`src/rtl/nrf_pkg.sv`:
```
// Constants and types of the navigation record framer
package nrf_pkg;

    // ==================================================================
    // Framing bytes and record identifiers
    localparam logic [7:0] DLE_BYTE      = 8'h10;
    localparam logic [7:0] ETX_BYTE      = 8'h03;
    localparam logic [7:0] ID_SAT        = 8'h72;
    localparam logic [7:0] ID_POS        = 8'h33;
    localparam logic [7:0] SAT_LEN       = 8'h54;
    localparam logic [7:0] POS_LEN       = 8'h40;
    localparam logic [7:0] SAT_COUNT     = 8'h0C;
    localparam logic [2:0] SAT_ENTRY     = 3'h7;
    localparam logic [2:0] SAT_STAT_POS  = 3'h6;
    localparam logic [7:0] SVID_MAX      = 8'h40;
    localparam logic [7:0] STATUS_MASK   = 8'h07;
    localparam logic [7:0] POS_FIX_OFS   = 8'h10;
    localparam logic [7:0] FIX_MAX       = 8'h05;

    // ==================================================================
    // USB header
    localparam logic [7:0] USB_TRANSPORT = 8'h14;
    localparam logic [7:0] USB_HDR_LAST  = 8'h0B;
    localparam logic [7:0] USB_ID_POS    = 8'h04;
    localparam logic [7:0] USB_LEN_POS   = 8'h08;

    // ==================================================================
    // Rate change handshake
    localparam logic [7:0] ID_RQST       = 8'h1C;
    localparam logic [7:0] ID_ACK        = 8'h06;
    localparam logic [7:0] ID_RATE_REQ   = 8'h30;
    localparam logic [7:0] ID_RATE_ACC   = 8'h31;
    localparam logic [7:0] ID_CMD        = 8'h0A;
    localparam logic [7:0] PING_CODE     = 8'h3A;
    localparam logic [31:0] RATE_FALLBACK = 32'h0000_2580;
    localparam logic [5:0][31:0] RATE_TAB = {32'h0001_C200, 32'h0000_E100, 32'h0000_9600,
                                             32'h0000_4B00, 32'h0000_2580, 32'h0000_12C0};

    // ==================================================================
    // Timing
    localparam longint CLK_HZ        = 100000000;
    localparam longint TRIAL_MS      = 2000;
    localparam longint TRIAL_CYCLES  = TRIAL_MS * (CLK_HZ / 1000);

    // ==================================================================
    // State types
    typedef enum logic [3:0] {
        TX_IDLE = 4'h0, TX_LEAD = 4'h1, TX_ID = 4'h2, TX_LEN = 4'h3, TX_DATA = 4'h4,
        TX_SUM = 4'h5, TX_TDLE = 4'h6, TX_ETX = 4'h7, TX_USB = 4'h8
    } nrf_tx_t;
    typedef enum logic [1:0] {RX_HUNT = 2'h0, RX_DAT = 2'h1, RX_ESC = 2'h2} nrf_rx_t;
    typedef enum logic [1:0] {B_IDLE = 2'h0, B_ARMED = 2'h1, B_OFFER = 2'h2, B_TRIAL = 2'h3}
        nrf_baud_t;

endpackage : nrf_pkg

```
`src/rtl/nrf_framer.sv`:
```
// Payload FIFO and record framer, deframer and rate change handshake
`timescale 1ns/1ps

// ======================================================================
// Payload FIFO
module nrf_fifo #(
    parameter int W = 8,
    parameter int D = 4
) (
    input  wire logic         clk_sys,
    input  wire logic         reset,
    input  wire logic [W-1:0] in_data,
    input  wire logic         in_valid,
    output logic              in_ready,
    output logic [W-1:0]      out_data,
    output logic              out_valid,
    input  wire logic         out_ready
);
    localparam int AW = $clog2(D);

    logic [W-1:0] mem_q [D];
    logic [AW:0]  wr_q;
    logic [AW:0]  rd_q;

    if (D < 2 || (1 << AW) != D) $error("FIFO depth must be a power of two");

    assign in_ready  = !((wr_q[AW] != rd_q[AW]) && (wr_q[AW-1:0] == rd_q[AW-1:0]));
    assign out_valid = (wr_q != rd_q);
    assign out_data  = mem_q[rd_q[AW-1:0]];

    always_ff @(posedge clk_sys) begin
        if (in_valid && in_ready) begin
            mem_q[wr_q[AW-1:0]] <= in_data;
        end
    end

    always_ff @(posedge clk_sys) begin
        if (reset) begin
            wr_q <= '0;
            rd_q <= '0;
        end else begin
            if (in_valid && in_ready) wr_q <= wr_q + 1'b1;
            if (out_valid && out_ready) rd_q <= rd_q + 1'b1;
        end
    end
endmodule : nrf_fifo

// ======================================================================
// Framer top
// Notes on behaviour
// - Satellite record uses identifier 0x72 and 84 payload bytes for 12 satellites.
// - Each satellite entry is 7 bytes: id, snr, elevation, azimuth, status.
// - Satellite id is 1-32 for ranging, 33-64 for augmentation satellites.
// - Status bit 0 ephemeris, bit 1 correction, bit 2 used in solution.
// - Serial record starts with 0x10, identifier byte, then payload length byte.
// - Checksum is two's complement of the byte sum between the delimiters.
// - Serial record ends with 0x10 then 0x03 as the final byte.
// - Any 0x10 inside the serial frame is sent twice; USB mode sends it once.
// - USB header starts with transport 0x14 padded, then identifier padded.
// - USB header then holds length (0x54 satellite, 0x40 position) and payload, without checksum or delimiters.
// - Position record fields in fixed order, altitude first, day count last.
// - Fix codes: 0,1 none, 2 2D, 3 3D, 4 and 5 differential.
// - Position record uses identifier 0x33.
// - Request-data packet 0x1C with zero is answered by acknowledge 0x06.
// - Device answers with accept 0x31 holding the highest table rate not above the request, else 4800.
// - Two pings 0x0A/0x3A are each answered by acknowledge 0x06 carrying 0x0A.
// - Without both pings within two seconds the rate returns to 9600.
module nrf_framer #(
    parameter int          FIFO_DEPTH   = 4,
    parameter longint      TRIAL_CYCLES = nrf_pkg::TRIAL_CYCLES,
    parameter logic [31:0] RESET_RATE   = nrf_pkg::RATE_FALLBACK
) (
    input  wire logic        clk_sys,
    input  wire logic        reset,
    input  wire logic        usb_mode,
    input  wire logic        rec_start,
    input  wire logic        rec_kind,
    output logic             rec_ready,
    input  wire logic [7:0]  pay_data,
    input  wire logic        pay_valid,
    output logic             pay_ready,
    output logic [7:0]       tx_data,
    output logic             tx_valid,
    input  wire logic        tx_ready,
    input  wire logic [7:0]  rx_data,
    input  wire logic        rx_valid,
    output logic [31:0]      link_rate,
    output logic             rate_trial,
    output logic             frame_err,
    output logic             field_err
);
    localparam int TW = $clog2(TRIAL_CYCLES + 1);

    if (TRIAL_CYCLES < 1) $error("TRIAL_CYCLES must be at least one");

    function automatic logic [31:0] pick_rate(input logic [31:0] req);
        logic [31:0] best;
        best = nrf_pkg::RATE_TAB[0];
        for (int i = 0; i < 6; i++) begin
            if (nrf_pkg::RATE_TAB[i] <= req) best = nrf_pkg::RATE_TAB[i];
        end
        return best;
    endfunction : pick_rate

    function automatic logic is_escaped(input nrf_pkg::nrf_tx_t st);
        return st == nrf_pkg::TX_ID || st == nrf_pkg::TX_LEN || st == nrf_pkg::TX_DATA
            || st == nrf_pkg::TX_SUM;
    endfunction : is_escaped

    // ==================================================================
    // Payload buffer
    logic [7:0] fifo_d;
    logic       fifo_v;
    logic       fifo_pop;

    nrf_fifo #(.W(8), .D(FIFO_DEPTH)) u_fifo (
        .clk_sys   (clk_sys),
        .reset     (reset),
        .in_data   (pay_data),
        .in_valid  (pay_valid),
        .in_ready  (pay_ready),
        .out_data  (fifo_d),
        .out_valid (fifo_v),
        .out_ready (fifo_pop)
    );

    // ==================================================================
    // Transmit state
    nrf_pkg::nrf_tx_t tx_st_q;
    logic [7:0]       id_q;
    logic [7:0]       len_q;
    logic [7:0]       idx_q;
    logic [7:0]       sum_q;
    logic [2:0]       ent_q;
    logic             dup_q;
    logic             usb_q;
    logic             src_rep_q;
    logic             rec_pend_q;
    logic             rec_kind_q;
    logic             rep_pend_q;
    logic [7:0]       rep_id_q;
    logic [7:0]       rep_len_q;
    logic [7:0]       rep_buf_q [4];
    logic [7:0]       cur_byte;
    logic [7:0]       data_byte;
    logic             fire;
    logic             esc_need;
    logic             advance;
    logic             take_rep;

    // Status byte keeps only its three defined flags
    always_comb begin
        if (src_rep_q) begin
            data_byte = rep_buf_q[idx_q[1:0]];
        end else if (id_q == nrf_pkg::ID_SAT && ent_q == nrf_pkg::SAT_STAT_POS) begin
            data_byte = fifo_d & nrf_pkg::STATUS_MASK;
        end else begin
            data_byte = fifo_d;
        end
    end

    always_comb begin
        unique case (tx_st_q)
            nrf_pkg::TX_IDLE: cur_byte = 8'h00;
            nrf_pkg::TX_LEAD: cur_byte = nrf_pkg::DLE_BYTE;
            nrf_pkg::TX_ID:   cur_byte = id_q;
            nrf_pkg::TX_LEN:  cur_byte = len_q;
            nrf_pkg::TX_DATA: cur_byte = data_byte;
            nrf_pkg::TX_SUM:  cur_byte = 8'(~sum_q + 8'h01);
            nrf_pkg::TX_TDLE: cur_byte = nrf_pkg::DLE_BYTE;
            nrf_pkg::TX_ETX:  cur_byte = nrf_pkg::ETX_BYTE;
            nrf_pkg::TX_USB: begin
                if (idx_q == 8'h00)                      cur_byte = nrf_pkg::USB_TRANSPORT;
                else if (idx_q == nrf_pkg::USB_ID_POS)   cur_byte = id_q;
                else if (idx_q == nrf_pkg::USB_LEN_POS)  cur_byte = len_q;
                else                                     cur_byte = 8'h00;
            end
            default: cur_byte = 8'h00;
        endcase
    end

    assign tx_data   = cur_byte;
    assign tx_valid  = (tx_st_q != nrf_pkg::TX_IDLE)
                     && !(tx_st_q == nrf_pkg::TX_DATA && !src_rep_q && !fifo_v);
    assign fire      = tx_valid && tx_ready;
    assign esc_need  = is_escaped(tx_st_q) && !usb_q && !dup_q
                     && cur_byte == nrf_pkg::DLE_BYTE;
    assign advance   = fire && !esc_need;
    assign fifo_pop  = advance && tx_st_q == nrf_pkg::TX_DATA && !src_rep_q;
    assign take_rep  = tx_st_q == nrf_pkg::TX_IDLE && rep_pend_q;
    assign rec_ready = !rec_pend_q;

    always_ff @(posedge clk_sys) begin
        if (reset) begin
            tx_st_q   <= nrf_pkg::TX_IDLE;
            id_q      <= 8'h00;
            len_q     <= 8'h00;
            idx_q     <= 8'h00;
            sum_q     <= 8'h00;
            ent_q     <= 3'h0;
            dup_q     <= 1'b0;
            usb_q     <= 1'b0;
            src_rep_q <= 1'b0;
        end else if (tx_st_q == nrf_pkg::TX_IDLE) begin
            idx_q <= 8'h00;
            sum_q <= 8'h00;
            ent_q <= 3'h0;
            dup_q <= 1'b0;
            if (rep_pend_q) begin
                src_rep_q <= 1'b1;
                usb_q     <= 1'b0;
                id_q      <= rep_id_q;
                len_q     <= rep_len_q;
                tx_st_q   <= nrf_pkg::TX_LEAD;
            end else if (rec_pend_q) begin
                src_rep_q <= 1'b0;
                usb_q     <= usb_mode;
                id_q      <= rec_kind_q ? nrf_pkg::ID_POS : nrf_pkg::ID_SAT;
                len_q     <= rec_kind_q ? nrf_pkg::POS_LEN : nrf_pkg::SAT_LEN;
                tx_st_q   <= usb_mode ? nrf_pkg::TX_USB : nrf_pkg::TX_LEAD;
            end
        end else if (fire && esc_need) begin
            dup_q <= 1'b1;
        end else if (advance) begin
            dup_q <= 1'b0;
            unique case (tx_st_q)
                nrf_pkg::TX_LEAD: tx_st_q <= nrf_pkg::TX_ID;
                nrf_pkg::TX_ID: begin
                    sum_q   <= sum_q + cur_byte;
                    tx_st_q <= nrf_pkg::TX_LEN;
                end
                nrf_pkg::TX_LEN: begin
                    sum_q   <= sum_q + cur_byte;
                    idx_q   <= 8'h00;
                    tx_st_q <= (len_q == 8'h00) ? nrf_pkg::TX_SUM : nrf_pkg::TX_DATA;
                end
                nrf_pkg::TX_USB: begin
                    idx_q   <= (idx_q == nrf_pkg::USB_HDR_LAST) ? 8'h00 : idx_q + 8'h01;
                    if (idx_q == nrf_pkg::USB_HDR_LAST) tx_st_q <= nrf_pkg::TX_DATA;
                end
                nrf_pkg::TX_DATA: begin
                    sum_q <= sum_q + cur_byte;
                    idx_q <= idx_q + 8'h01;
                    ent_q <= (ent_q == nrf_pkg::SAT_ENTRY - 3'h1) ? 3'h0 : ent_q + 3'h1;
                    if (idx_q == len_q - 8'h01) begin
                        tx_st_q <= usb_q ? nrf_pkg::TX_IDLE : nrf_pkg::TX_SUM;
                    end
                end
                nrf_pkg::TX_SUM:  tx_st_q <= nrf_pkg::TX_TDLE;
                nrf_pkg::TX_TDLE: tx_st_q <= nrf_pkg::TX_ETX;
                nrf_pkg::TX_ETX:  tx_st_q <= nrf_pkg::TX_IDLE;
                default:          tx_st_q <= nrf_pkg::TX_IDLE;
            endcase
        end
    end

    // Record request latch; a start while one waits is dropped
    always_ff @(posedge clk_sys) begin
        if (reset) begin
            rec_pend_q <= 1'b0;
            rec_kind_q <= 1'b0;
        end else if (rec_start && !rec_pend_q) begin
            rec_pend_q <= 1'b1;
            rec_kind_q <= rec_kind;
        end else if (tx_st_q == nrf_pkg::TX_IDLE && !rep_pend_q && rec_pend_q) begin
            rec_pend_q <= 1'b0;
        end
    end

    // Payload field checks, flagged but still sent
    always_ff @(posedge clk_sys) begin
        if (reset) begin
            field_err <= 1'b0;
        end else begin
            field_err <= fifo_pop && (
                (id_q == nrf_pkg::ID_SAT && ent_q == 3'h0
                    && (fifo_d == 8'h00 || fifo_d > nrf_pkg::SVID_MAX))
                || (id_q == nrf_pkg::ID_POS && idx_q == nrf_pkg::POS_FIX_OFS
                    && fifo_d > nrf_pkg::FIX_MAX));
        end
    end

    // ==================================================================
    // Receive deframer
    nrf_pkg::nrf_rx_t rx_st_q;
    logic [7:0]       rx_cnt_q;
    logic [7:0]       rx_sum_q;
    logic [7:0]       rx_buf_q [8];
    logic             rx_store;
    logic             frame_end;
    logic             frame_ok;

    assign rx_store  = rx_valid && ((rx_st_q == nrf_pkg::RX_DAT && rx_data != nrf_pkg::DLE_BYTE)
                     || (rx_st_q == nrf_pkg::RX_ESC && rx_data != nrf_pkg::ETX_BYTE));
    assign frame_end = rx_valid && rx_st_q == nrf_pkg::RX_ESC && rx_data == nrf_pkg::ETX_BYTE;
    assign frame_ok  = frame_end && rx_sum_q == 8'h00 && rx_cnt_q >= 8'h03
                     && rx_buf_q[1] == rx_cnt_q - 8'h03;

    always_ff @(posedge clk_sys) begin
        if (reset) begin
            rx_st_q  <= nrf_pkg::RX_HUNT;
            rx_cnt_q <= 8'h00;
            rx_sum_q <= 8'h00;
        end else if (rx_valid) begin
            unique case (rx_st_q)
                nrf_pkg::RX_HUNT: begin
                    rx_cnt_q <= 8'h00;
                    rx_sum_q <= 8'h00;
                    if (rx_data == nrf_pkg::DLE_BYTE) rx_st_q <= nrf_pkg::RX_ESC;
                end
                nrf_pkg::RX_DAT: begin
                    if (rx_data == nrf_pkg::DLE_BYTE) rx_st_q <= nrf_pkg::RX_ESC;
                end
                nrf_pkg::RX_ESC: begin
                    rx_st_q <= (rx_data == nrf_pkg::ETX_BYTE) ? nrf_pkg::RX_HUNT
                                                              : nrf_pkg::RX_DAT;
                end
                default: rx_st_q <= nrf_pkg::RX_HUNT;
            endcase
            if (rx_store) begin
                rx_cnt_q <= rx_cnt_q + 8'h01;
                rx_sum_q <= rx_sum_q + rx_data;
            end
        end
    end

    // Only the short command frames matter, so the head is kept
    always_ff @(posedge clk_sys) begin
        if (rx_store && rx_cnt_q < 8'h08) begin
            rx_buf_q[rx_cnt_q[2:0]] <= rx_data;
        end
    end

    always_ff @(posedge clk_sys) begin
        if (reset) frame_err <= 1'b0;
        else       frame_err <= frame_end && !frame_ok;
    end

    // ==================================================================
    // Rate change handshake
    nrf_pkg::nrf_baud_t b_st_q;
    logic [31:0]        rate_q;
    logic [31:0]        offer_q;
    logic [TW-1:0]      timer_q;
    logic               ping_q;
    logic               rep_set;
    logic [7:0]         rep_id_d;
    logic [7:0]         rep_len_d;
    logic [31:0]        rep_word_d;
    logic [31:0]        req_rate;
    logic               is_rqst;
    logic               is_rreq;
    logic               is_aack;
    logic               is_ping;

    assign req_rate = {rx_buf_q[5], rx_buf_q[4], rx_buf_q[3], rx_buf_q[2]};
    assign is_rqst  = frame_ok && rx_buf_q[0] == nrf_pkg::ID_RQST && rx_buf_q[1] == 8'h02
                    && rx_buf_q[2] == 8'h00 && rx_buf_q[3] == 8'h00;
    assign is_rreq  = frame_ok && rx_buf_q[0] == nrf_pkg::ID_RATE_REQ && rx_buf_q[1] == 8'h04;
    assign is_aack  = frame_ok && rx_buf_q[0] == nrf_pkg::ID_ACK && rx_buf_q[1] != 8'h00
                    && rx_buf_q[2] == nrf_pkg::ID_RATE_ACC;
    assign is_ping  = frame_ok && rx_buf_q[0] == nrf_pkg::ID_CMD && rx_buf_q[1] != 8'h00
                    && rx_buf_q[2] == nrf_pkg::PING_CODE;

    always_comb begin
        rep_set    = 1'b0;
        rep_id_d   = nrf_pkg::ID_ACK;
        rep_len_d  = 8'h02;
        rep_word_d = 32'h0000_0000;
        if (is_rqst) begin
            rep_set    = 1'b1;
            rep_word_d = {24'h00_0000, nrf_pkg::ID_RQST};
        end else if (is_rreq && b_st_q == nrf_pkg::B_ARMED) begin
            rep_set    = 1'b1;
            rep_id_d   = nrf_pkg::ID_RATE_ACC;
            rep_len_d  = 8'h04;
            rep_word_d = pick_rate(req_rate);
        end else if (is_ping) begin
            rep_set    = 1'b1;
            rep_word_d = {24'h00_0000, nrf_pkg::ID_CMD};
        end
    end

    // A new answer wins over the hand-off of the previous one
    always_ff @(posedge clk_sys) begin
        if (reset) begin
            rep_pend_q <= 1'b0;
            rep_id_q   <= 8'h00;
            rep_len_q  <= 8'h00;
        end else if (rep_set && !(rep_pend_q && !take_rep)) begin
            rep_pend_q <= 1'b1;
            rep_id_q   <= rep_id_d;
            rep_len_q  <= rep_len_d;
            for (int i = 0; i < 4; i++) begin
                rep_buf_q[i] <= rep_word_d[8*i +: 8];
            end
        end else if (take_rep) begin
            rep_pend_q <= 1'b0;
        end
    end

    always_ff @(posedge clk_sys) begin
        if (reset) begin
            b_st_q  <= nrf_pkg::B_IDLE;
            rate_q  <= RESET_RATE;
            offer_q <= RESET_RATE;
            timer_q <= '0;
            ping_q  <= 1'b0;
        end else begin
            unique case (b_st_q)
                nrf_pkg::B_IDLE, nrf_pkg::B_ARMED: begin
                    if (is_rqst) begin
                        b_st_q <= nrf_pkg::B_ARMED;
                    end else if (is_rreq && b_st_q == nrf_pkg::B_ARMED) begin
                        offer_q <= pick_rate(req_rate);
                        b_st_q  <= nrf_pkg::B_OFFER;
                    end
                end
                nrf_pkg::B_OFFER: begin
                    if (is_aack) begin
                        rate_q  <= offer_q;
                        timer_q <= '0;
                        ping_q  <= 1'b0;
                        b_st_q  <= nrf_pkg::B_TRIAL;
                    end else if (is_rqst) begin
                        b_st_q <= nrf_pkg::B_ARMED;
                    end else if (frame_ok) begin
                        b_st_q <= nrf_pkg::B_IDLE;
                    end
                end
                nrf_pkg::B_TRIAL: begin
                    timer_q <= timer_q + 1'b1;
                    if (is_ping && ping_q) begin
                        b_st_q <= nrf_pkg::B_IDLE;
                    end else if (timer_q == TW'(TRIAL_CYCLES - 1)) begin
                        rate_q <= nrf_pkg::RATE_FALLBACK;
                        b_st_q <= nrf_pkg::B_IDLE;
                    end else if (is_ping) begin
                        ping_q <= 1'b1;
                    end
                end
                default: b_st_q <= nrf_pkg::B_IDLE;
            endcase
        end
    end

    assign link_rate  = rate_q;
    assign rate_trial = (b_st_q == nrf_pkg::B_TRIAL);

endmodule : nrf_framer

```
`config.mk`:
```
export PLATFORM = sky130hd
export DESIGN_NAME = nrf_framer
export DESIGN_NICKNAME = d
export VERILOG_FILES = /design/src/rtl/nrf_pkg.sv /design/src/rtl/nrf_framer.sv
export SDC_FILE = /design/constraint.sdc
export NUM_CORES = 1
export LEC_CHECK = 0
export BUFFER_PORTS_ARGS = -buffer_cell sky130_fd_sc_hd__buf_4
export CORE_MARGIN = 2
export CORE_UTILIZATION = 60
export CTS_CLUSTER_DIAMETER = 40
export DETAILED_ROUTE_END_ITERATION = 16
export PLACE_DENSITY = 0.84
export SLEW_MARGIN = 0
export SYNTH_ARGS = -nofsm -noshare
export SYNTH_HDL_FRONTEND = slang
export SYNTH_SLANG_ARGS = --single-unit
export TNS_END_PERCENT = 50
```
`constraint.sdc`:
```
create_clock -name clk_sys -period 5.14 [get_ports clk_sys]
set_input_delay 1.028 -clock clk_sys [delete_from_list [all_inputs] [get_ports clk_sys]]
set_output_delay 1.028 -clock clk_sys [all_outputs]
set_load 0.1 [all_outputs]
```
Yosys cells after proc, flatten, opt, wreduce, memory -nomap -nowiden
Memory sizes are Yosys's and may differ from the RTL's. A register that Yosys moved wholly into a read port is not among the register bits.
Cells that the tools add are included.

word-level totals
  flip-flop bits (word level) = 182
  RAM bits = 128
  input port bits = 24
  output and inout bits = 46
  word-level logic and storage cells = 296
  memories = 3

cells by class
  add/subtract/negate cells = 11
  $lt $le $gt $ge = 9
  eq/ne operators = 52
  muxes and demuxes = 87
  bitwise logic cells = 3
  reduce and logical (&&, ||, !) cells = 105

memory list
  memory        depth  bits a word  read ports  clocked after Yosys merged registers in  write ports  line               text
  rx_buf_q      8      8            6           0                                        1            nrf_framer.sv:288  logic [7:0] rx_buf_q [8];
  rep_buf_q     4      8            1           1                                        4            nrf_framer.sv:143  logic [7:0] rep_buf_q [4];
  u_fifo.mem_q  4      8            1           1                                        1            nrf_framer.sv:21   logic [W-1:0] mem_q [D];

operator list
  cell                                                                     number
  32-bit 2-to-1 mux                                                        9
  8-bit 2-to-1 mux                                                         13
  16-bit by 32-bit <= comparator with 1-bit output (first input constant)  2
  32-bit case mux with 2 select lines                                      1
  28-bit case mux with 2 select lines                                      1
  8-bit case mux with 7 select lines                                       1
  1-bit logical AND                                                        50
  8-bit zero test                                                          6
  4-bit 2-to-1 mux                                                         9
  8-bit by 5-bit equality test with 1-bit output (second input constant)   4
  8-bit by 6-bit equality test with 1-bit output (second input constant)   4
  14-bit by 32-bit <= comparator with 1-bit output (first input constant)  1
  15-bit by 32-bit <= comparator with 1-bit output (first input constant)  1
  17-bit by 32-bit <= comparator with 1-bit output (first input constant)  1
  28-bit by 1-bit adder with 28-bit output (second input constant)         1
  28-bit equality test (second input constant)                             1
  28-bit 2-to-1 mux                                                        1
  4-bit case mux with 7 select lines                                       1
  1-bit 2-to-1 mux                                                         26
  8-bit by 1-bit adder with 8-bit output (second input constant)           3
  8-bit by 3-bit equality test with 1-bit output (second input constant)   3
  8-bit by 4-bit equality test with 1-bit output (second input constant)   3
  2-bit 2-to-1 mux                                                         12
  8-bit case mux with 3 select lines                                       1
  53 further kinds                                                         112

Depth between registers and ports, before layout
Gate-level depths: netlist of run 1.

  word-level depth = 16
  gate-level depth with buffers = 18
  depth with buffers taken out = 16

Hierarchy
Synthesis of run 1 repeated with hierarchy kept, for this count alone.

unflattened totals
  cells, all modules = 1100
  area, all modules = 10875.4 um^2

by module, submodules not included
  module      times used  cells each  area each (um^2)
  nrf_framer  1           988         9155.0
  nrf_fifo    1           112         1720.4

Worst setup path after synthesis of run 1
No wires, ideal clock.

  path type = input -> register
  start = input rx_data[2]
  end = memory rep_buf_q[0][1], enable pin
  setup time = 0.406 ns
  arrival time = 4.186 ns
  path slack = 0.548 ns
  stages on the path = 9
  cell sequence = nor4_2 > or4b_4 > nor4_2 > o211ai_1 > nor3b_2 > and2_1 > clkbuf_1 > nor2_1 > nor3b_1

RTL lines
  what         line               text
  from (decl)  nrf_framer.sv:85   input wire logic [7:0] rx_data,
  to (decl)    nrf_framer.sv:143

Final worst setup path of run 1
  start = register tx_st_q[2]
  end = output tx_data[5]

on the way
  cells in the longest elaborated chain, start to end = 3
  elaborated cells between the ends (all ways) = 10
  classes of those cells = eq/ne (8); mux (1); reduce/logical (1)

RTL lines
  what                                                                                                              line               text
  from (decl)                                                                                                       nrf_framer.sv:129  nrf_pkg::nrf_tx_t tx_st_q;
  from (signal assigned)                                                                                            nrf_framer.sv:195  tx_st_q <= nrf_pkg::TX_IDLE;
  from (signal assigned)                                                                                            nrf_framer.sv:214  tx_st_q <= nrf_pkg::TX_LEAD;
  from (signal assigned)                                                                                            nrf_framer.sv:220  tx_st_q <= usb_mode ? nrf_pkg::TX_USB : nrf_pkg::TX_LEAD;
  4-bit by 3-bit equality test with 1-bit output or 4-bit by 1-bit equality test with 1-bit output (tied branches)  nrf_framer.sv:163  unique case (tx_st_q)
  2-bit OR reduction (no line)                                                                                      --
  8-bit case mux with 7 select lines *                                                                              nrf_framer.sv:163
  to (decl)                                                                                                         nrf_framer.sv:82   output logic [7:0] tx_data,

Mark *: on every way between the ends. The rest lies on a longest branch, timed or not.

==> flow_summary.json, run 1 <==
{
  "start_util_pct": 61.69,
  "post_cts_buffers": 0,
  "yosys_warnings": 0,
  "synth_cells": 1081,
  "grt_max_degree": 71,
  "fin_setup_tns_ns": 0,
  "drive_above_1_share_pct": 12.48,
  "powerDensity_nw_per_um2": 346.8,
  "ys_seq_area_share_pct": 48.82,
  "grt_pass1_wl_mm": 40.47,
  "antenna_cells": 0,
  "nNetsFinal": 1168,
  "crit_path_max_incr_delay_ns": 0.74,
  "antenna_found_initial": 0,
  "synth-seq-cells": 215,
  "hpwlAfterDp_mm": 17.16,
  "vias": 8601,
  "yosysTopAreaCellShare_pct": 26.27,
  "seqPwrFrac_pct": 44.0,
  "worst_clock_skew_ns": 0.02196,
  "hold_buffers": 0,
  "worstSetupPathType": "reg -> out",
  "syn_to_final_growth_pct": 12.34,
  "grt_pass1_vias": 8131,
  "synth_edf_count": 94,
  "syn_avg_cell_area_um2": 9.939,
  "mostFrequentLayoutCell": "dfxtp_1",
  "fmax_ghz": 0.2283,
  "cts.repair.resized": 0,
  "netlist-cell-type-count": 85,
  "rows": 48,
  "route.detailed.wl_per_inst_um": 18.29,
  "io_pins": 70,
  "drcViolationCount": 0,
  "layout_worst_path_cycle_share_pct": 85.21,
  "cts_buffers": 28,
  "drt-pass1-iter-count": 7,
  "grtUsageTotal_pct": 26.66,
  "fin_crit_ns": 4.380,
  "grt-busiest-layer": "met2",
  "yosys.area.top_type": "edfxtp_1",
  "switching_share_pct": 27.86,
  "p_leak_nw": 4.259,
  "grt_util_met3_pct": 4.121,
  "drv_cap": 0,
  "core-area_um2": 17420,
  "h-tree-depth": 1,
  "netlist_top_cells_area": "edfxtp_1 26%, dfxtp_1 23%, a21oi_1 3.1%",
  "gr-total-overflow": 0,
  "synthArstFlopShare_pct": 0,
  "cts_root_buf": "clkbuf_16",
  "die_h_um": 137.8,
  "gp_congestion": 0.9453,
  "ir_drop_v": 0.0003029,
  "clkLatencyLatePin_ns": 0.55,
  "cp-end-kind": "primary output",
  "internal_power_mw": 3.020,
  "grtUsageMet1_pct": 36.88,
  "die_area_um2": 18990,
  "crit_chain": "or4b_1 -> nor3b_2 -> a32oi_1 -> o211ai_1 -> buf_4",
  "power_frac_clock_pct": 44.3,
  "rsz0062_at_grt": "no",
  "cp-start-kind": "flop",
  "antenna_left": 0,
  "setup_viol_count_final": 0,
  "power_frac_comb_pct": 11.6,
  "cp.required_ns": 4.11,
  "outcome": "complete, no violations",
  "crit_arrival_ns": 3.35,
  "maxSlewViolCount": 0,
  "final_cell_mix": "121 x dfxtp_1, 94 x edfxtp_1, 88 x nor2_1",
  "clockBufferDepth": 3,
  "io_buffer_count": 48,
  "p_switching_mw": 1.166,
  "syn-cell-area_um2": 10740,
  "crit_fanout": 19,
  "total_power_mw": 4.186,
  "drt_iter0_markers": 804,
  "hold_violations": 0,
  "grt_util_met2_pct": 43.34,
  "cts.clk_slew.worst_paths_ns": 0.06,
  "worstHoldPathType": "reg -> reg",
  "die_w_um": 137.8,
  "synth_ff_type": "dfxtp_1",
  "routed_via_density": 6.310,
  "cts_tree": "yes",
  "relSlewSlack_pct": 29.72,
  "tightestPinTransition_ns": 1.050,
  "crit_slowest_cell": "or4b_1",
  "clkSinkCount": 215,
  "wirelength_mm": 24.93
}
[final cells by class]
cell class                      instances  area, µm²
Clock buffer                           33      729.5
Clock inverter                         19      180.2
Multi-Input combinational cell        765       5011
Sequential cell                       215       5245
Tap cell                              225      281.5
Inverter                               46      172.7
Timing Repair Buffer                   60      450.4
Fill cell                            1321       5346
[logic make-up after synthesis]
logic type / after synthesis / share of synthesized area [%]
multiplexers: 21 / 2.970
adder cells (fa/ha/maj): 28 / 3.400
XOR/XNOR: 47 / 3.831
buffers and inverters: 121 / 5.287
AND/OR/NAND/NOR: 403 / 20.20
flip-flops: 215 / 48.82
other: 1 / 0.03490
AO/OA/AOI/OAI: 245 / 15.45
[flip-flops by register name (all words and copies together), names as in the netlist, 2 cells and up, named ones only]
register and count:
timer_q 28, u_fifo.wr_q 3, rx_buf_q 48, idx_q 8
tx_st_q 4, rx_cnt_q 8, rx_st_q 2, id_q 4
u_fifo.mem_q 32, u_fifo.rd_q 3, sum_q 8, link_rate 11
offer_q 11, rx_sum_q 8, rep_buf_q 14, b_st_q 2
ent_q 3, len_q 3
[final timing paths]
check | from | end | slack (ns) | cells after the start
setup / recovery | tx_st_q[2]$_SDFFE_PP0P_ | tx_data[5] | 0.76 | 5
setup reg to reg | tx_st_q[3]$_SDFFE_PP0P_ | sum_q[7]$_SDFFE_PP0P_ | 0.91 | 13
hold / removal | offer_q[13]$_SDFFE_PP1P_ | offer_q[13]$_SDFFE_PP1P_ | 0.45 | 2
hold reg to reg | offer_q[13]$_SDFFE_PP1P_ | offer_q[13]$_SDFFE_PP1P_ | 0.45 | 2
[synth_stat cells, types with 6 or more instances]
master    count
dfxtp_1     121
edfxtp_1     94
nor2_1       88
nand2_1      76
a21oi_1      66
inv_1        45
o21ai_0      41
nand3_1      38
clkbuf_1     36
nor3_1       28
ha_1         26
xnor2_1      26
buf_4        23
nand4_1      23
and3_1       22
nor4_1       21
xor2_1       21
o31ai_1      20
nor2b_1      15
or4_1        13
or3_1        12
a22oi_1      11
a31oi_1      11
and2_1       10
buf_2        10
nand2b_1     10
a311oi_1      9
nor3b_1       9
o211ai_1      9
o22ai_1       9
mux4_2        8
a211oi_1      7
mux2_2        7
o21a_1        7
a21o_1        6
mux2i_1       6
or2_2         6
[metrics by stage]
| stage | util [%] | instances | cell area, µm² | hold slack (ns) | setup WS (ns) |
|---|---|---|---|---|---|
| 2_1_floorplan | - | 1101 | 10820 | 0.4226 | 0.5480 |
| 3_3_place_gp | 64.08 | 1311 | 11160 | 0.4351 | 1.058 |
| 3_5_place_dp | 64.08 | 1311 | 11160 | 0.4390 | 0.9141 |
| 4_1_cts | 69.30 | 1363 | 12070 | 0.4491 | 0.8061 |
| 5_1_grt | 69.30 | 1363 | 12070 | 0.4670 | 0.4988 |
| 6_report | 69.30 | 1363 | 12070 | 0.4453 | 0.7602 |
[worst max-delay path: cells and delay by family (launching register included)]
family | cells | cell delay (ns)
DFF | 1 | 0.72
buffers and inverters | 1 | 0.39
and+or+nand+nor | 2 | 1.21
AOI/OAI and AO/OA | 2 | 0.49
[layer usage]
layer / part of all wire [%] / vias to the layer above
li1: - / 4070
met3: 6.6 / 47
met5: 0 / -
met1: 43 / 4129
met4: 2.4 / 0
met2: 48 / 355
[power groups by stage]
stage / registers [mW] / clock network, mW / logic, mW
after CTS: 1.84 / 1.88 / 0.483
final: 1.84 / 1.86 / 0.487
after global routing: 1.85 / 1.95 / 0.520
after floorplan: 1.86 / 0 / 0.397
after global placement: 1.88 / 0 / 0.471
after detailed placement: 1.88 / 0 / 0.479
Note: power is estimated with default switching activity, not from simulation.
==> run 2, diff against run 1 <==
Settings changed: ABC_AREA set to 1.
==> run 2 against run 1 <==
Effect of this change:
- register-to-register slack gained 0.90 ns
- sequential power rose by 3%
- routed wire length increased by 6.5%
- combinational power grew 110%
- critical endpoint is now tx_data[1]
==> flow_summary.json, run 2 <==
{
  "synth_edf_count": 94,
  "rows": 50,
  "cts_buffers": 30,
  "grtUsageTotal_pct": 26.68,
  "crit_path_end": "tx_data[1]",
  "h-tree-depth": 1,
  "grt_pass1_vias": 9402,
  "crit_fanout": 18,
  "vias": 9930,
  "synthArstFlopShare_pct": 0,
  "die_w_um": 142.4,
  "cp.required_ns": 4.11,
  "netlist_top_cells_area": "edfxtp_1 25%, dfxtp_1 21%, nand2_1 9.9%",
  "multi_input_area_um2": 5330,
  "clkSinkCount": 215,
  "drt_iter0_markers": 899,
  "clkLatencyLatePin_ns": 0.56,
  "fin_setup_tns_ns": 0,
  "antenna_found_initial": 0,
  "cp-start-kind": "flop",
  "core-area_um2": 18770,
  "cts_tree": "yes",
  "cts.repair.resized": 0,
  "synth-seq-cells": 215,
  "total_power_mw": 5.050,
  "die_area_um2": 20290,
  "post_cts_buffers": 0,
  "syn_to_final_growth_pct": 12.68,
  "relSlewSlack_pct": 19.62,
  "netlist-cell-type-count": 58,
  "nFillCells": 1462,
  "r2r_end": "rep_buf_q[1][2]$_SDFFCE_PN0P_",
  "setup_viol_count_final": 0,
  "gp_congestion": 0.9463,
  "cts.clk_slew.worst_paths_ns": 0.06,
  "grt_max_degree": 59,
  "start_util_pct": 61.27,
  "reg2regPathDepth": 14,
  "powerDensity_nw_per_um2": 389.8,
  "p_leak_nw": 5.229,
  "hold_violations": 0,
  "drv_cap": 0,
  "rsz0062_at_grt": "no",
  "maxSlewViolCount": 0,
  "antenna_left": 0,
  "nNetsFinal": 1541,
  "synth.top_cells.by_count": "302 x nand2_1, 162 x nor2_1, 153 x inv_1",
  "worst_clock_skew_ns": 0.02005,
  "wirelength_mm": 26.55,
  "final_cell_mix": "302 x nand2_1, 162 x nor2_1, 153 x inv_1",
  "drt-pass1-iter-count": 7,
  "worstSetupPathType": "reg -> out",
  "synth_cells": 1442,
  "yosysMostFrequentCell": "nand2_1",
  "hold_buffers": 0,
  "worstReg2RegStart": "rx_cnt_q[1]$_SDFFE_PP0P_",
  "yosys_warnings": 0,
  "die_h_um": 142.4,
  "ir_drop_v": 0.0003015,
  "final_util_pct": 69.04,
  "layout_worst_path_cycle_share_pct": 72.36,
  "drcViolationCount": 0,
  "grt_pass1_wl_mm": 44.15,
  "yosys.area.top_type": "edfxtp_1",
  "syn-cell-area_um2": 11500,
  "io_pins": 70,
  "routed_via_density": 5.684,
  "crit_arrival_ns": 2.69,
  "cp-end-kind": "primary output",
  "largest_register_ffs": 48,
  "synth_ff_type": "dfxtp_1",
  "gr-total-overflow": 0,
  "mostFrequentLayoutCell": "nand2_1",
  "route.detailed.wl_per_inst_um": 15.19,
  "worstHoldPathType": "reg -> reg",
  "ys_seq_area_share_pct": 45.61,
  "rrSetupSlack_ns": 1.81,
  "clockBufferDepth": 3,
  "fmax_ghz": 0.2689,
  "antenna_cells": 0,
  "cts_root_buf": "clkbuf_16",
  "drive_above_1_share_pct": 12.16,
  "tightestPinTransition_ns": 1.197,
  "hpwlAfterDp_mm": 18.81,
  "outcome": "complete, no violations",
  "syn_avg_cell_area_um2": 7.975,
  "yosysTopAreaCellShare_pct": 24.55,
  "regArea_um2": 5245,
  "io_buffer_count": 48,
  "fin_crit_ns": 3.719
}
## run 2: cell count changes after synthesis, moves of 17 or more
cell and delta:
clkbuf_1 -23, nand4_1 +22, nand3_1 +41, inv_1 +108
o31ai_1 -18, nand2_1 +226, and3_1 -21, a21oi_1 +52
o21ai_0 +17, nor2_1 +74, inv_2 +17
## run 2: power by group
part / switching (mW) / internal [mW]
combinational: 0.749 / 0.250
sequential: 0.0576 / 1.83
clock: 0.808 / 1.35
## run 2: worst min-delay path by stage
stage / startpoint / end / slack, ns / cells after the start
finish: link_rate[12]$_SDFFE_PP0P_ / link_rate[12]$_SDFFE_PP0P_ / 0.47 / 2
global route: link_rate[14]$_SDFFE_PP0P_ / link_rate[14]$_SDFFE_PP0P_ / 0.48 / 2
CTS: rx_st_q[1]$_SDFFE_PP0P_ / rx_st_q[1]$_SDFFE_PP0P_ / 0.47 / 1
detailed placement: rx_st_q[1]$_SDFFE_PP0P_ / rx_st_q[1]$_SDFFE_PP0P_ / 0.46 / 1
global placement: offer_q[9]$_SDFFE_PP0P_ / offer_q[9]$_SDFFE_PP0P_ / 0.44 / 2
floorplan: offer_q[9]$_SDFFE_PP0P_ / offer_q[9]$_SDFFE_PP0P_ / 0.43 / 2
## run 2: per-stage QoR
stage	setup WS, ns	hold WS (ns)	cell area (µm²)	std cells
after CTS	1.408	0.4683	12960	1747
after detailed placement	1.425	0.4570	11880	1691
after global routing	1.210	0.4804	12960	1747
after global placement	1.487	0.4433	11880	1691
final	1.421	0.4661	12960	1747
after floorplan	1.829	0.4260	11570	1462
## run 2: critical path, stage by stage (launching register included)
cell and delay [ns]:
dfxtp_1 0.70, inv_2 0.25, nand2_1 0.11, nand2_1 0.05, nand2_1 0.05, nand2_1 0.10
nand2_1 0.13, nand4_1 0.14, nor3_4 0.25, inv_1 0.10, buf_4 0.24
## run 2: kinds of logic (layout without fill, tap and decap cells)
logic type | after synthesis | in the layout | synth area share (%)
AO/OA/AOI/OAI | 228 | 228 | 11.03
XOR/XNOR | 35 | 35 | 2.666
adder cells (fa/ha/maj) | 28 | 28 | 3.177
buffers and inverters | 225 | 276 | 8.693
flip-flops | 215 | 215 | 45.61
multiplexers | 1 | 1 | 0.08705
other | 1 | 21 | 0.03261
AND/OR/NAND/NOR | 709 | 709 | 28.70
## run 2: final cells by class
class	count	area share, %
Clock buffer	35	6.257
Clock inverter	21	2.076
Inverter	172	5.012
Multi-Input combinational cell	1022	41.14
Sequential cell	215	40.48
Tap cell	234	2.260
Timing Repair Buffer	48	2.781
## run 2: routing by layer
layer / track usage, % / up-vias / wire [µm]
met4: 11.00 / 0 / 950
met2: 46.63 / 335 / 13290
met1: 33.35 / 4609 / 10910
met3: 3.600 / 82 / 1392
met5: 0 / - / 0
li1: - / 4904 / -
